## src/hw/bcdu_pkg.sv

```systemverilog
/*
 * Shared constants and types of the BCD arithmetic unit: register map, field layouts,
 * digit arithmetic constants, command and flag structs.
 * Assumes a 32-bit AHB-Lite register bus and 16-bit BCD words of four digits.
 */
package bcdu_pkg;

  localparam int DIGIT_W = 4;
  localparam int WORD_W = 16;
  localparam int DATA_W = 32;
  localparam int ADDR_W = 8;
  localparam int ADD_DIGITS = 4;
  localparam int DIV_DIGITS = 8;

  localparam logic [3:0] BCD_MAX = 4'h9;
  localparam logic [4:0] BCD_MAX5 = 5'h09;
  localparam logic [3:0] BCD_ADJ = 4'h6;
  localparam logic [3:0] BCD_RADIX = 4'hA;
  localparam logic [3:0] BCD_ONE = 4'h1;
  localparam logic [3:0] BCD_ZERO = 4'h0;

  localparam logic HRESP_OKAY = 1'b0;

  localparam logic [ADDR_W-1:0] REG_CMD = 8'h00;
  localparam logic [ADDR_W-1:0] REG_OPA_LO = 8'h04;
  localparam logic [ADDR_W-1:0] REG_OPA_HI = 8'h08;
  localparam logic [ADDR_W-1:0] REG_OPB_LO = 8'h0C;
  localparam logic [ADDR_W-1:0] REG_OPB_HI = 8'h10;
  localparam logic [ADDR_W-1:0] REG_RES0 = 8'h14;
  localparam logic [ADDR_W-1:0] REG_RES1 = 8'h18;
  localparam logic [ADDR_W-1:0] REG_RES2 = 8'h1C;
  localparam logic [ADDR_W-1:0] REG_RES3 = 8'h20;
  localparam logic [ADDR_W-1:0] REG_FLAGS = 8'h24;
  localparam logic [ADDR_W-1:0] REG_IRQ_STAT = 8'h28;
  localparam logic [ADDR_W-1:0] REG_IRQ_MASK = 8'h2C;

  typedef enum logic [1:0] {OP_ADD, OP_SUB, OP_DIV} bcdu_op_t;

  // Command word: bit 0 is the input condition, bits 2:1 select the operation.
  typedef struct packed {
    bcdu_op_t op;
    logic cond;
  } bcdu_cmd_t;

  // Flags word: carry, BCD error, result output, divisor zero, busy from bit 0 up.
  typedef struct packed {
    logic busy;
    logic div_zero;
    logic result;
    logic bcd_err;
    logic carry;
  } bcdu_flags_t;

  // Interrupt status and mask: done, BCD error, result output on from bit 0 up.
  typedef struct packed {
    logic result;
    logic bcd_err;
    logic done;
  } bcdu_irq_t;

  localparam int CMD_W = $bits(bcdu_cmd_t);
  localparam int FLAGS_W = $bits(bcdu_flags_t);
  localparam int IRQ_W = $bits(bcdu_irq_t);

  function automatic logic bcdu_is_bcd(input logic [DATA_W-1:0] v);
    logic ok;
    ok = 1'b1;
    for (int i = 0; i < DATA_W / DIGIT_W; i++) begin
      if (v[DIGIT_W*i +: DIGIT_W] > BCD_MAX) begin
        ok = 1'b0;
      end
    end
    return ok;
  endfunction : bcdu_is_bcd

endpackage : bcdu_pkg

```

## src/hw/bcdu_addsub.sv

```systemverilog
/*
 * Ripple BCD adder or subtractor over a parameterised number of digits.
 * Assumes both operands hold valid BCD digits; purely combinational.
 */
`timescale 1ns/1ps
module bcdu_addsub #(
  parameter int DIGITS = 4
) (
  input wire logic [bcdu_pkg::DIGIT_W*DIGITS-1:0] a,
  input wire logic [bcdu_pkg::DIGIT_W*DIGITS-1:0] b,
  input wire logic cin,
  input wire logic sub,
  output logic [bcdu_pkg::DIGIT_W*DIGITS-1:0] d,
  output logic cout
);
  import bcdu_pkg::*;

  logic [DIGIT_W:0] raw;
  logic c;

  // In subtract mode cin and cout are borrows; a final borrow leaves the tens complement.
  always_comb begin
    c = cin;
    raw = '0;
    d = '0;
    for (int i = 0; i < DIGITS; i++) begin
      if (sub) begin
        raw = {1'b0, a[DIGIT_W*i +: DIGIT_W]} - {1'b0, b[DIGIT_W*i +: DIGIT_W]} - {4'h0, c};
        c = raw[DIGIT_W];
        d[DIGIT_W*i +: DIGIT_W] = c ? raw[DIGIT_W-1:0] + BCD_RADIX : raw[DIGIT_W-1:0];
      end else begin
        raw = {1'b0, a[DIGIT_W*i +: DIGIT_W]} + {1'b0, b[DIGIT_W*i +: DIGIT_W]} + {4'h0, c};
        c = raw > BCD_MAX5;
        d[DIGIT_W*i +: DIGIT_W] = c ? raw[DIGIT_W-1:0] + BCD_ADJ : raw[DIGIT_W-1:0];
      end
    end
    cout = c;
  end

endmodule : bcdu_addsub

```

## src/hw/bcdu_div.sv

```systemverilog
/*
 * Sequential BCD long divider: one quotient digit per pass by repeated trial subtraction.
 * Assumes valid BCD operands and a non-zero divisor; start is ignored while busy.
 */
`timescale 1ns/1ps
module bcdu_div #(
  parameter int DIGITS = 8
) (
  input wire logic hclk,
  input wire logic hresetn,
  input wire logic start,
  input wire logic [bcdu_pkg::DIGIT_W*DIGITS-1:0] dividend,
  input wire logic [bcdu_pkg::DIGIT_W*DIGITS-1:0] divisor,
  output logic busy,
  output logic done,
  output logic [bcdu_pkg::DIGIT_W*DIGITS-1:0] quotient,
  output logic [bcdu_pkg::DIGIT_W*DIGITS-1:0] remainder
);
  import bcdu_pkg::*;

  localparam int W = DIGIT_W * DIGITS;
  localparam int CW = $clog2(DIGITS);

  typedef enum logic [1:0] {DV_IDLE, DV_SHIFT, DV_SUB} bcdu_dv_state_t;

  bcdu_dv_state_t state;
  logic [W-1:0] dvd;
  logic [W-1:0] dsr;
  logic [W+DIGIT_W-1:0] part;
  logic [W+DIGIT_W-1:0] diff;
  logic [DIGIT_W-1:0] qd;
  logic [CW-1:0] cnt;
  logic borrow;

  // The partial remainder stays below ten divisors, so one extra digit is enough.
  bcdu_addsub #(.DIGITS(DIGITS + 1)) u_trial (
    .a(part),
    .b({BCD_ZERO, dsr}),
    .cin(1'b0),
    .sub(1'b1),
    .d(diff),
    .cout(borrow)
  );

  assign busy = state != DV_IDLE;

  always_ff @(posedge hclk or negedge hresetn) begin
    if (!hresetn) begin
      state <= DV_IDLE;
      dvd <= '0;
      dsr <= '0;
      part <= '0;
      qd <= '0;
      cnt <= '0;
      done <= 1'b0;
      quotient <= '0;
      remainder <= '0;
    end else begin
      done <= 1'b0;
      unique case (state)
        DV_IDLE: begin
          if (start) begin
            dvd <= dividend;
            dsr <= divisor;
            part <= '0;
            cnt <= '0;
            state <= DV_SHIFT;
          end
        end
        DV_SHIFT: begin
          part <= {part[W-1:0], dvd[W-1 -: DIGIT_W]};
          dvd <= dvd << DIGIT_W;
          qd <= '0;
          state <= DV_SUB;
        end
        DV_SUB: begin
          if (!borrow) begin
            part <= diff;
            qd <= qd + BCD_ONE;
          end else begin
            quotient <= {quotient[W-DIGIT_W-1:0], qd};
            if (cnt == CW'(DIGITS - 1)) begin
              remainder <= part[W-1:0];
              done <= 1'b1;
              state <= DV_IDLE;
            end else begin
              cnt <= cnt + 1'b1;
              state <= DV_SHIFT;
            end
          end
        end
        default: state <= DV_IDLE;
      endcase
    end
  end

endmodule : bcdu_div

```

## src/hw/bcdu_top.sv

```systemverilog
/*
 * BCD arithmetic unit: 4-digit add and subtract with carry, 8-digit divide, behind an
 * AHB-Lite register slave with a sticky interrupt status.
 * Assumes a single AHB-Lite master, whole-word single transfers, and one clock hclk.
 */
`timescale 1ns/1ps
module bcdu_top (
  input wire logic hclk,
  input wire logic hresetn,
  input wire logic hsel,
  input wire logic [bcdu_pkg::DATA_W-1:0] haddr,
  input wire logic [1:0] htrans,
  input wire logic hwrite,
  input wire logic [2:0] hsize,
  input wire logic [bcdu_pkg::DATA_W-1:0] hwdata,
  input wire logic hready,
  output logic hreadyout,
  output logic [bcdu_pkg::DATA_W-1:0] hrdata,
  output logic hresp,
  output logic irq,
  output logic result_out
);
  import bcdu_pkg::*;

  // Bus phase tracking.
  logic accept;
  logic wr_pend;
  logic rd_pend;
  logic [ADDR_W-1:0] wr_addr;
  logic [ADDR_W-1:0] rd_addr;
  logic [DATA_W-1:0] rdata;

  // Operand and result words; index 1 is the upper half of a double-length value.
  logic [1:0][WORD_W-1:0] opa;
  logic [1:0][WORD_W-1:0] opb;
  logic [3:0][WORD_W-1:0] res;

  // Flags and interrupt state.
  logic carry;
  logic bcd_err;
  logic div_zero;
  bcdu_irq_t irq_stat;
  bcdu_irq_t irq_mask;
  bcdu_irq_t irq_ev;
  bcdu_flags_t flags_r;
  bcdu_flags_t flags_w;
  bcdu_cmd_t cmd_w;

  // Command decode.
  logic go;
  logic run;
  logic is_as;
  logic is_sub;
  logic is_div;
  logic ok4;
  logic ok8;
  logic as_fire;
  logic div_start;
  logic bcd_fault;
  logic ins_done;

  // Register strobes of the data phase, shared by the register processes below.
  logic cmd_wr;
  logic flags_wr;
  logic mask_wr;
  logic stat_rd;

  // Datapath.
  logic [WORD_W-1:0] as_d;
  logic [WORD_W-1:0] abs_d;
  logic as_c;
  logic div_busy;
  logic div_done;
  logic [DATA_W-1:0] quo;
  logic [DATA_W-1:0] rmd;

  // Only the transfer bit of htrans matters: every accepted transfer is a single word.
  assign accept = hsel && hready && htrans[1];

  always_ff @(posedge hclk or negedge hresetn) begin
    if (!hresetn) begin
      wr_pend <= 1'b0;
      rd_pend <= 1'b0;
      wr_addr <= '0;
      rd_addr <= '0;
    end else begin
      wr_pend <= accept && hwrite;
      rd_pend <= accept && !hwrite;
      if (accept) begin
        wr_addr <= haddr[ADDR_W-1:0];
        rd_addr <= haddr[ADDR_W-1:0];
      end
    end
  end

  // Reads take one wait state so that hrdata can leave a flip-flop and still see
  // a write completed in the cycle just before.
  always_ff @(posedge hclk or negedge hresetn) begin
    if (!hresetn) begin
      hreadyout <= 1'b1;
      hrdata <= '0;
      hresp <= HRESP_OKAY;
    end else begin
      hresp <= HRESP_OKAY;
      hreadyout <= !(accept && !hwrite);
      if (rd_pend) begin
        hrdata <= rdata;
      end
    end
  end

  always_comb begin
    flags_r = '0;
    flags_r.carry = carry;
    flags_r.bcd_err = bcd_err;
    flags_r.result = result_out;
    flags_r.div_zero = div_zero;
    flags_r.busy = div_busy;
    case (rd_addr)
      REG_OPA_LO: rdata = DATA_W'(opa[0]);
      REG_OPA_HI: rdata = DATA_W'(opa[1]);
      REG_OPB_LO: rdata = DATA_W'(opb[0]);
      REG_OPB_HI: rdata = DATA_W'(opb[1]);
      REG_RES0: rdata = DATA_W'(res[0]);
      REG_RES1: rdata = DATA_W'(res[1]);
      REG_RES2: rdata = DATA_W'(res[2]);
      REG_RES3: rdata = DATA_W'(res[3]);
      REG_FLAGS: rdata = DATA_W'(flags_r);
      REG_IRQ_STAT: rdata = DATA_W'(irq_stat);
      REG_IRQ_MASK: rdata = DATA_W'(irq_mask);
      default: rdata = '0;
    endcase
  end

  always_ff @(posedge hclk or negedge hresetn) begin
    if (!hresetn) begin
      opa <= '0;
      opb <= '0;
    end else if (wr_pend) begin
      case (wr_addr)
        REG_OPA_LO: opa[0] <= hwdata[WORD_W-1:0];
        REG_OPA_HI: opa[1] <= hwdata[WORD_W-1:0];
        REG_OPB_LO: opb[0] <= hwdata[WORD_W-1:0];
        REG_OPB_HI: opb[1] <= hwdata[WORD_W-1:0];
        default: ;
      endcase
    end
  end

  assign cmd_w = bcdu_cmd_t'(hwdata[CMD_W-1:0]);
  assign flags_w = bcdu_flags_t'(hwdata[FLAGS_W-1:0]);

  assign cmd_wr = wr_pend && (wr_addr == REG_CMD);
  assign flags_wr = wr_pend && (wr_addr == REG_FLAGS);
  assign mask_wr = wr_pend && (wr_addr == REG_IRQ_MASK);
  assign stat_rd = rd_pend && (rd_addr == REG_IRQ_STAT);

  // A command written while a divide runs is dropped; software polls busy first.
  // Queuing it instead would need a second operand set, which nothing here asks for.
  assign go = cmd_wr && !div_busy;
  assign run = go && cmd_w.cond;
  assign is_sub = cmd_w.op == OP_SUB;
  assign is_as = (cmd_w.op == OP_ADD) || is_sub;
  assign is_div = cmd_w.op == OP_DIV;

  assign ok4 = bcdu_is_bcd(DATA_W'(opa[0])) && bcdu_is_bcd(DATA_W'(opb[0]));
  assign ok8 = bcdu_is_bcd(opa) && bcdu_is_bcd(opb);

  assign as_fire = run && is_as && ok4;
  assign div_start = run && is_div && ok8 && (opb != '0);
  assign bcd_fault = run && ((is_as && !ok4) || (is_div && !ok8));
  assign ins_done = (go && !div_start) || div_done;

  // Carry goes in as a carry for add and as a borrow for subtract.
  bcdu_addsub #(.DIGITS(ADD_DIGITS)) u_as (
    .a(opa[0]),
    .b(opb[0]),
    .cin(carry),
    .sub(is_sub),
    .d(as_d),
    .cout(as_c)
  );

  // A final borrow leaves the tens complement; negating it gives the magnitude.
  bcdu_addsub #(.DIGITS(ADD_DIGITS)) u_abs (
    .a(WORD_W'(0)),
    .b(as_d),
    .cin(1'b0),
    .sub(1'b1),
    .d(abs_d),
    .cout()
  );

  // The divider keeps its own copy of the operands, so they may be reloaded while it runs.
  bcdu_div #(.DIGITS(DIV_DIGITS)) u_div (
    .hclk(hclk),
    .hresetn(hresetn),
    .start(div_start),
    .dividend(opa),
    .divisor(opb),
    .busy(div_busy),
    .done(div_done),
    .quotient(quo),
    .remainder(rmd)
  );

  always_ff @(posedge hclk or negedge hresetn) begin
    if (!hresetn) begin
      res <= '0;
    end else if (as_fire) begin
      res[0] <= (is_sub && as_c) ? abs_d : as_d;
    end else if (div_done) begin
      res[1:0] <= quo;
      res[3:2] <= rmd;
    end
  end

  always_ff @(posedge hclk or negedge hresetn) begin
    if (!hresetn) begin
      carry <= 1'b0;
    end else if (as_fire) begin
      carry <= as_c;
    end else if (flags_wr) begin
      carry <= flags_w.carry;
    end
  end

  // Writing one clears the error; a fault in the same cycle keeps it set.
  always_ff @(posedge hclk or negedge hresetn) begin
    if (!hresetn) begin
      bcd_err <= 1'b0;
    end else begin
      bcd_err <= bcd_fault || (bcd_err && !(flags_wr && flags_w.bcd_err));
    end
  end

  always_ff @(posedge hclk or negedge hresetn) begin
    if (!hresetn) begin
      div_zero <= 1'b0;
    end else if (run && is_div && ok8) begin
      div_zero <= opb == '0;
    end
  end

  // Every accepted command first drops the output; only an add carry, a subtract
  // borrow or a finished divide raises it again.
  always_ff @(posedge hclk or negedge hresetn) begin
    if (!hresetn) begin
      result_out <= 1'b0;
    end else if (go) begin
      result_out <= as_fire && as_c;
    end else if (div_done) begin
      result_out <= 1'b1;
    end
  end

  always_comb begin
    irq_ev = '0;
    irq_ev.done = ins_done;
    irq_ev.bcd_err = bcd_fault;
    irq_ev.result = (as_fire && as_c) || div_done;
  end

  // A read of the status register clears it, but events of that cycle survive.
  always_ff @(posedge hclk or negedge hresetn) begin
    if (!hresetn) begin
      irq_stat <= '0;
    end else if (stat_rd) begin
      irq_stat <= irq_ev;
    end else begin
      irq_stat <= irq_stat | irq_ev;
    end
  end

  always_ff @(posedge hclk or negedge hresetn) begin
    if (!hresetn) begin
      irq_mask <= '0;
    end else if (mask_wr) begin
      irq_mask <= bcdu_irq_t'(hwdata[IRQ_W-1:0]);
    end
  end

  // The pin comes from a flip-flop, so it trails the status by one clock.
  always_ff @(posedge hclk or negedge hresetn) begin
    if (!hresetn) begin
      irq <= 1'b0;
    end else begin
      irq <= |(irq_stat & irq_mask);
    end
  end

endmodule : bcdu_top

```

## config.mk

```make
export PLATFORM = sky130hd
export DESIGN_NAME = bcdu_top
export DESIGN_NICKNAME = d
export VERILOG_FILES = /design/src/hw/bcdu_pkg.sv /design/src/hw/bcdu_addsub.sv /design/src/hw/bcdu_div.sv /design/src/hw/bcdu_top.sv
export SDC_FILE = /design/constraint.sdc
export NUM_CORES = 1
export LEC_CHECK = 0
export BUFFER_PORTS_ARGS = -buffer_cell sky130_fd_sc_hd__buf_2
export CAP_MARGIN = 20
export CORE_ASPECT_RATIO = 1.5
export CORE_UTILIZATION = 50
export DETAILED_ROUTE_END_ITERATION = 10
export GPL_TIMING_DRIVEN = 0
export PLACE_DENSITY = 0.64
export SLEW_MARGIN = 40
export SYNTH_ARGS = -nofsm -noshare
export SYNTH_HDL_FRONTEND = slang
export SYNTH_SLANG_ARGS = --single-unit
```

## constraint.sdc

```tcl
create_clock -name hclk -period 18.15 [get_ports hclk]
set_input_delay 1.815 -clock hclk [delete_from_list [all_inputs] [get_ports hclk]]
set_output_delay 1.815 -clock hclk [all_outputs]
set_load 0.1 [all_outputs]
```

==> Implementation_results.wiki, run 1 <==
{| class="wikitable"
! Metric !! Value
|-
| Total Power Consumption || approximately 3.3 mW
|-
| Post-CTS resize count || 0
|-
| Area grow syn2layout || 11.8%
|-
| Pin count of the biggest net entering global routing || 67
|-
| Count of final setup violators || 0
|-
| Count of standard-cell rows || 89
|-
| Fraction of final layout cells with drive strength greater than 1 || 15.4%
|-
| CP Capture Type || flop
|-
| Status || completed
|-
| # IOs || 110
|-
| Sum of negative setup slack || 0 ps
|-
| Sequential cell area in the final layout || between 8000 and 9000 sq um
|-
| Most common cell in the synthesized netlist || sky130_fd_sc_hd__dfrtp_1
|-
| Antenna violations before repair || 1
|-
| Crit-path max cell delay || about 600 ps
|-
| Slew margin rel. || 39.8%
|-
| Cell type contributing the most total cell area after synthesis || sky130_fd_sc_hd__dfrtp_1
|-
| Initial cell density of the core || roughly half
|-
| Root Buffer || sky130_fd_sc_hd__clkbuf_16
|-
| Critical Setup Path Class || reg -> reg
|-
| Worst slack on hold paths || 484 ps
|-
| Count of unique library cells instantiated by Yosys || 63
|-
| Average wire length per cell after detail routing || roughly 24 um
|-
| CP Launch Type || flop
|-
| Commonest cells post-synth || sky130_fd_sc_hd__dfrtp_1 (339), sky130_fd_sc_hd__nand2_1 (259), sky130_fd_sc_hd__mux2_2 (169), sky130_fd_sc_hd__inv_1 (141), sky130_fd_sc_hd__o21ai_0 (139)
|-
| CTS tree || done
|-
| #FFs+latches synth || 340
|-
| Critical path's most frequent cell || sky130_fd_sc_hd__xnor2_1
|-
| Worst Clk Skew || 19.2 ps
|-
| Deepest clock path buffer count || 3
|-
| Vertical die dimension || ~250 um
|-
| Global-route wire length before repair || roughly 93000 um
|-
| CP max-delay cell || sky130_fd_sc_hd__xnor2_1
|-
| First DRT Iteration DRCs || approximately 1400
|-
| Number of H-tree levels || 2
|-
| Multi-input gate area in the final layout || ~10000 sq um
|-
| Die boundary width || 165 um
|-
| Achievable clock frequency || around 68 MHz
|-
| Area of the core || just under 40000 sq um
|-
| Nets || around 2300
|-
| Total routing usage reported by global routing || 31.5%
|-
| Number of vias after detailed routing || approximately 16000
|-
| P_leak || roughly 10 nW
|-
| Cell count after synthesis || 1984
|-
| Worst min-delay path class || reg -> reg
|-
| Power density over the cells || ~150 nW/um^2
|-
| Post-CTS Setup Bufs || 0
|-
| Post-CTS Hold Fix Bufs || 0
|-
| Filler Cell Count || between 3000 and 4000
|-
| Number of flops mapped to enable cells by yosys || 0
|-
| Vias in the first global route || about 16000
|-
| Final critical-path share of the clock period || between 80% and 90%
|-
| Residual antenna-violating net count after detailed routing || 0
|-
| Largest driver fanout on the critical path || 10
|-
| Clock sink total || 340
|-
| Async set-reset flop share out of synthesis || 100%
|-
| Number of endpoints with negative hold slack in the final report || 0
|-
| Final HPWL DP || between 40000 and 50000 um
|-
| Sequential-to-total area share from yosys stat || around 43%
|-
| Latest clock arrival within the worst-skew pair || about 550 ps
|-
| Final wirelength || a little over 60000 um
|-
| Clock transition at the register clock pins on the worst setup and hold paths after CTS || about 60 ps
|-
| Critical path required time || between 15000 and 20000 ps
|-
| Largest vdd supply drop || 189 uV
|-
| Buf+Inv Stages, Crit Path || 8
|-
| Quantity of I/O buffers inserted on ports || 48
|-
| Placer's final routability congestion estimate || slightly below 1
|-
| Most used flip-flop cell after synthesis || sky130_fd_sc_hd__dfrtp_1
|-
| Global-route congestion overflow total || 0
|-
| Crit path max-delay family || adder cells
|-
| Area of the die || 40500 sq um
|-
| Share of the synthesized area in the top cell type || a little over two fifths
|-
| Fraction of the core area covered by cells at the end of the flow || 56.6%
|-
| Mean instance size in the synthesized netlist || approximately 10 sq um
|-
| RSZ-0062 raised after global routing || no
|-
| Synthesis Warnings || 0
|-
| Netlist area before placement || 19900 sq um
|-
| Final number of max-transition violations || 0
|-
| Number of vias per cell after detailed routing || between 5 and 6
|-
| Worst slew pin tran || between 800 and 900 ps
|-
| Biggest area contributors in the synthesized netlist || sky130_fd_sc_hd__dfrtp_1 (43%), sky130_fd_sc_hd__mux2_2 (9.6%), sky130_fd_sc_hd__ha_1 (8.5%)
|-
| Reported max-cap violation count || 0
|-
| Number of iterations in the first detailed-routing pass || 6
|-
| Data arrival time of the critical path || 15210 ps
|-
| Number of CTS-inserted buffers || 36
|-
| Min Tclk post-route || 14780 ps
|-
| DRC violations left || 0
|}
[worst register-to-register path: cells and delay by family, from the launching register on]
family	cells	cell delay, ps
flops	1	380
buf+inv	8	1460
xor+xnor	12	3190
compound gates	13	2190
fa+ha+maj	18	5430
simple gates	10	1630
mux	1	410
[per-stage QoR]
step | instances | area (sq um) | setup WS (ps)
floorplan | 2000 | 19900 | 5430
global placement | 2548 | 20800 | 3370
detailed placement | 2553 | 20900 | 3320
CTS | 2617 | 22200 | 3240
global route | 2618 | 22200 | 2420
finish | 2618 | 22200 | 3370
[layer usage]
layer | vias to the layer above | GRT usage [%] | routed length (um) | part of all wire (%)
li1 | 7079 | - | - | -
met1 | 7722 | 36.4 | 23300 | 37
met2 | 504 | 53.1 | 30500 | 49
met3 | 210 | 4.01 | 3190 | 5.1
met4 | 0 | 23.4 | 5180 | 8.3
met5 | - | 0 | 0 | 0
[layout by cell type (no fill, tap or decap), types with 18 or more instances in the layout]
cell                        instances
sky130_fd_sc_hd__a21oi_1           47
sky130_fd_sc_hd__a22oi_1           19
sky130_fd_sc_hd__buf_2             54
sky130_fd_sc_hd__clkbuf_1          69
sky130_fd_sc_hd__clkbuf_16         37
sky130_fd_sc_hd__dfrtp_1          339
sky130_fd_sc_hd__fa_1              26
sky130_fd_sc_hd__ha_1             135
sky130_fd_sc_hd__inv_1            141
sky130_fd_sc_hd__mux2_2           169
sky130_fd_sc_hd__mux2i_1           41
sky130_fd_sc_hd__nand2_1          259
sky130_fd_sc_hd__nand2b_1          18
sky130_fd_sc_hd__nand3_1           48
sky130_fd_sc_hd__nor2_1           115
sky130_fd_sc_hd__o21ai_0          139
sky130_fd_sc_hd__o22a_1            28
sky130_fd_sc_hd__o22ai_1           49
sky130_fd_sc_hd__xnor2_1           59
sky130_fd_sc_hd__xor2_1            36
[report_power, final]
part	switching (mW)	internal, mW	total (mW)
sequential	0.112	0.838	0.949
clock	0.321	0.469	0.790
combinational	0.942	0.645	1.59
total	1.37	1.95	3.33
[flip-flops by register name, indices dropped and copies added, names as in the netlist, 4 cells and up]
name / count
u_div.quotient: 32
u_div.part: 36
res: 64
hrdata: 16
opb: 32
u_div.qd: 4
opa: 32
u_div.dsr: 32
u_div.remainder: 32
u_div.dvd: 32
rd_addr: 8
[layout make-up]
class | instances | area share (%)
Clock inverter | 17 | 1.07
Clock buffer | 47 | 4.57
Timing Repair Buffer | 53 | 1.75
Multi-Input combinational cell | 1410 | 46.7
Antenna cell | 1 | 0.0113
Tap cell | 500 | 2.82
Sequential cell | 340 | 38.3
Inverter | 142 | 2.40
Buffer | 108 | 2.33
[logic make-up (layout without fill, tap and decap cells)]
family	count (synthesis)	count (layout)	share of synthesized area, %
DFF	340	340	42.9
xor gates and xnor gates	96	96	4.23
and+or+nand+nor	528	528	11.9
AOI/OAI and AO/OA	398	398	13.0
muxes	210	210	11.7
other	1	18	0.0189
adders and majority gates	161	161	11.1
buffers and inverters	250	367	5.29
[final timing paths]
path                       cells after the start                               to                            from  slack, ps
min reg2reg                                    2   u_div.quotient[28]$_DFFE_PN0P_  u_div.quotient[28]$_DFFE_PN0P_        480
max in group asynchronous                      4         u_div.cnt[0]$_DFFE_PN0P_                         hresetn      15580
min                                            2   u_div.quotient[28]$_DFFE_PN0P_  u_div.quotient[28]$_DFFE_PN0P_        480
min in group asynchronous                      1           hrdata[11]$_DFFE_PN0P_                         hresetn       1210
max reg2reg                                   62  u_div.remainder[20]$_DFFE_PN0P_       u_div.part[0]$_DFFE_PN0P_       3370
max                                           62  u_div.remainder[20]$_DFFE_PN0P_       u_div.part[0]$_DFFE_PN0P_       3370
Note: power is estimated with default switching activity, not from simulation.
==> run 2, diff against run 1 <==
--- a/config.mk
+++ b/config.mk
@@ -5,6 +5,7 @@
 export SDC_FILE = /design/constraint.sdc
 export NUM_CORES = 1
 export LEC_CHECK = 0
+export ABC_AREA = 1
 export BUFFER_PORTS_ARGS = -buffer_cell sky130_fd_sc_hd__buf_2
 export CAP_MARGIN = 20
 export CORE_ASPECT_RATIO = 1.5
==> constraint.sdc (replaced) <==
create_clock -name hclk -period 13.84 [get_ports hclk]
set_input_delay 1.384 -clock hclk [delete_from_list [all_inputs] [get_ports hclk]]
set_output_delay 1.384 -clock hclk [all_outputs]
set_load 0.1 [all_outputs]
==> Implementation_results.wiki, run 2 <==
{| class="wikitable"
! Metric !! Value
|-
| Netlist area before placement || 19700 sq um (-0.65%)
|-
| Sum of negative setup slack || 0 ps (unchanged)
|-
| Synthesis Warnings || 0 (unchanged)
|-
| Achievable clock frequency || 75.5 MHz (+12%)
|-
| Pin count of the biggest net entering global routing || 80 (+19%)
|-
| Min Tclk post-route || 13250 ps (-1530 ps)
|-
| First DRT Iteration DRCs || 1489 (+9.7%)
|-
| Most common cell in the synthesized netlist || sky130_fd_sc_hd__nand2_1
|-
| Area of the die || 40300 sq um (-0.64%)
|-
| Global-route congestion overflow total || 0 (unchanged)
|-
| Placer's final routability congestion estimate || 0.982 (+0.52%)
|-
| Number of placed cells counting well taps || 2975 (+17%)
|-
| Filler Cell Count || 3588 (+2.9%)
|-
| Largest driver fanout on the critical path || 4 (-6)
|-
| Count of unique library cells instantiated by Yosys || 52 (-17%)
|-
| Clock transition at the register clock pins on the worst setup and hold paths after CTS || 60 ps (about the same)
|-
| Count of standard-cell rows || 88 (-1.1%)
|-
| Number of endpoints with negative hold slack in the final report || 0 (unchanged)
|-
| Status || completed
|-
| Die boundary width || 164 um (-0.32%)
|-
| CTS tree || done
|-
| Area of the core || 38600 sq um (-1.4%)
|-
| # IOs || 110 (unchanged)
|-
| Nets || 2788 (+20%)
|-
| Root Buffer || sky130_fd_sc_hd__clkbuf_16
|-
| Post-placement setup slack || -2000 ps (-5320 ps)
|-
| Data arrival time of the critical path || 13660 ps (-1550 ps)
|-
| Commonest cells after routing, fill and taps aside || sky130_fd_sc_hd__nand2_1 (579), sky130_fd_sc_hd__inv_1 (346), sky130_fd_sc_hd__dfrtp_1 (339), sky130_fd_sc_hd__o21ai_0 (316), sky130_fd_sc_hd__ha_1 (132)
|-
| Mean instance size in the synthesized netlist || 8.18 sq um (-18%)
|-
| Number of iterations in the first detailed-routing pass || 5 (-1)
|-
| Final wirelength || 65500 um (+5.3%)
|-
| Fraction of final layout cells with drive strength greater than 1 || 11.7% (-3.7 points)
|-
| Latest clock arrival within the worst-skew pair || 530 ps (-20 ps)
|-
| Post-CTS Hold Fix Bufs || 0 (unchanged)
|-
| Final std cell area, no fill || 22600 sq um (+1.6%)
|-
| Cell type contributing the most total cell area after synthesis || sky130_fd_sc_hd__dfrtp_1
|-
| Antenna violations before repair || 0 (-1)
|-
| Cell count after synthesis || 2412 (+22%)
|-
| Number of flops mapped to enable cells by yosys || 0 (unchanged)
|-
| Largest registers || res x64, u_div.part x36
|-
| Hold Path Cell Cnt || 1 (-1)
|-
| Critical path required time || 14250 ps (-4330 ps)
|-
| Placed Instance Area || 20800 sq um (-0.77%)
|-
| Sequential-to-total area share from yosys stat || 43.1% (+0.28 points)
|-
| Deepest clock path buffer count || 3 (unchanged)
|-
| Reported max-cap violation count || 0 (unchanged)
|-
| DRC violations left || 0 (unchanged)
|-
| RSZ-0062 raised after global routing || no
|-
| Worst Clk Skew || 16.5 ps (-2.66 ps)
|-
| Biggest area contributors in the synthesized netlist || sky130_fd_sc_hd__dfrtp_1 (43%), sky130_fd_sc_hd__nand2_1 (11%), sky130_fd_sc_hd__ha_1 (8.6%)
|-
| Final critical-path share of the clock period || 95.7% (+14 points)
|-
| Total routing usage reported by global routing || 33.4% (+1.9 points)
|-
| Residual antenna-violating net count after detailed routing || 0 (unchanged)
|-
| Worst min-delay path class || reg -> reg
|-
| Met3 track utilization from global routing || 3.36% (-0.64 points)
|-
| Slew margin rel. || 38.7% (-1.1 points)
|-
| Most utilized layer in the global route result || met2
|-
| P_leak || 11.5 nW (+11%)
|-
| Commonest cells post-synth || sky130_fd_sc_hd__nand2_1 (593), sky130_fd_sc_hd__inv_1 (361), sky130_fd_sc_hd__dfrtp_1 (339), sky130_fd_sc_hd__o21ai_0 (320), sky130_fd_sc_hd__ha_1 (135)
|-
| Critical Setup Path Class || reg -> reg
|-
| Final HPWL DP || 50600 um (+4.6%)
|-
| CP Capture Type || flop
|-
| Vias in the first global route || 17200 (+11%)
|-
| Antenna Cells || 0 (-1)
|-
| Number of vias after detailed routing || 17300 (+12%)
|-
| Routing usage on met1 || 38.9% (+2.5 points)
|-
| Vertical die dimension || 245 um (-0.32%)
|-
| Most used flip-flop cell after synthesis || sky130_fd_sc_hd__dfrtp_1
|-
| #FFs+latches synth || 340 (unchanged)
|-
| Met2 track demand over resource in global routing || 57.4% (+4.4 points)
|-
| Area grow syn2layout || 14.4%
|-
| Average wire length per cell after detail routing || 21.3 um (-10%)
|-
| Leading cell type in the layout, fill and taps excluded || sky130_fd_sc_hd__nand2_1
|-
| Non-filler instance count after layout || 3071 (+17%)
|-
| Async set-reset flop share out of synthesis || 100% (unchanged)
|-
| Number of cells traversed by the worst register-to-register path || 98 (+58%)
|-
| CP max-delay cell || sky130_fd_sc_hd__dfrtp_1
|-
| Worst slew pin tran || 907 ps (+7.51 ps)
|-
| Clock sink total || 340 (unchanged)
|-
| Worst setup slack after layout || 591 ps (-2780 ps)
|-
| Number of H-tree levels || 2 (unchanged)
|-
| Max FFs per register || 64 (unchanged)
|-
| Total Power Consumption || 2.30 mW (-31%)
|-
| Final number of max-transition violations || 0 (unchanged)
|-
| Share of the synthesized area in the top cell type || 43.0% (+0.28 points)
|-
| Largest reg by FF count || res
|-
| Critical path's most frequent cell || sky130_fd_sc_hd__or2_4
|-
| Number of CTS-inserted buffers || 35 (-2.8%)
|-
| Crit-path max cell delay || 390 ps (-200 ps)
|-
| Power density over the cells || 102 nW/um^2 (-32%)
|-
| Largest vdd supply drop || 101 uV (-46%)
|-
| Number of vias per cell after detailed routing || 5.65 (-4.7%)
|-
| CP Launch Type || flop
|-
| Quantity of I/O buffers inserted on ports || 48 (unchanged)
|-
| Initial cell density of the core || 51.0% (+0.39 points)
|-
| Global-route wire length before repair || 100000 um (+6.9%)
|-
| Count of final setup violators || 0 (unchanged)
|}
==> run 2: worst paths after layout <==
kind	startpoint	to	slack (ps)
min in group asynchronous	hresetn	u_div.part[5]$_DFFE_PN0P_	820
max reg2reg	u_div.part[0]$_DFFE_PN0P_	u_div.part[30]$_DFFE_PN0P_	590
min	hrdata[15]$_DFFE_PN0P_	hrdata[15]$_DFFE_PN0P_	480
max in group asynchronous	hresetn	u_div.qd[0]$_DFFE_PN0P_	11820
max	u_div.part[0]$_DFFE_PN0P_	u_div.part[30]$_DFFE_PN0P_	590
min reg2reg	hrdata[15]$_DFFE_PN0P_	hrdata[15]$_DFFE_PN0P_	480
==> run 2: final cells by class <==
cell class / count / area (sq um) / share of cell area [%]
plain buffers: 105 / 563 / 2.50
clock buffers: 46 / 990 / 4.39
clock inverters: 14 / 210 / 0.932
inverters: 365 / 1370 / 6.07
multi-input cells: 1618 / 9620 / 42.6
flip-flops and latches: 340 / 8510 / 37.7
well taps: 495 / 619 / 2.74
repair buffers: 88 / 681 / 3.02
==> run 2: cell families (layout without fill, tap and decap cells) <==
family                   after synthesis  after routing  synth area share [%]
AO/OA/AOI/OAI                        542            542                  15.8
multiplexers                           7              7                 0.393
adder cells (fa/ha/maj)              161            161                  11.2
buffers and inverters                470            618                  9.62
other                                  1             17                0.0190
flip-flops                           340            340                  43.1
XOR/XNOR                              49             49                  2.18
AND/OR/NAND/NOR                      842            842                  17.6
==> run 2: routing by layer <==
layer,up-vias,share of wire [%],wire (um)
li1,8106,-,-
met1,8432,38,25100
met2,605,49,32300
met3,203,4.4,2900
met4,0,8.0,5240
met5,-,0,0
==> run 2: worst max-delay path, delay by kind of cell, from the launching register on <==
kind / cells / cell delay [ps]
AND/OR/NAND/NOR: 38 / 4700
adder cells (fa/ha/maj): 16 / 4220
buffers and inverters: 33 / 2480
AO/OA/AOI/OAI: 10 / 1110
flip-flops: 1 / 390
XOR/XNOR: 1 / 220
==> run 2: where the power goes <==
| part | internal (mW) | switching [mW] | total [mW] |
|---|---|---|---|
| sequential | 1.01 | 0.0134 | 1.02 |
| combinational | 0.0754 | 0.195 | 0.270 |
| clock | 0.599 | 0.411 | 1.01 |
==> run 2: repair_timing <==
action	4_1_cts	5_1_grt
buffers inserted	24	11
pin swaps	33	42
cloned	1	0
gates resized for setup	84	14
endpoints found under the setup margin	110	110
==> run 2: stage by stage <==
step / hold slack (ps) / utilization, %
2_1_floorplan: 442 / -
3_3_place_gp: 459 / 53.4
3_5_place_dp: 463 / 53.7
4_1_cts: 481 / 58.1
5_1_grt: 493 / 58.4
6_report: 479 / 58.4
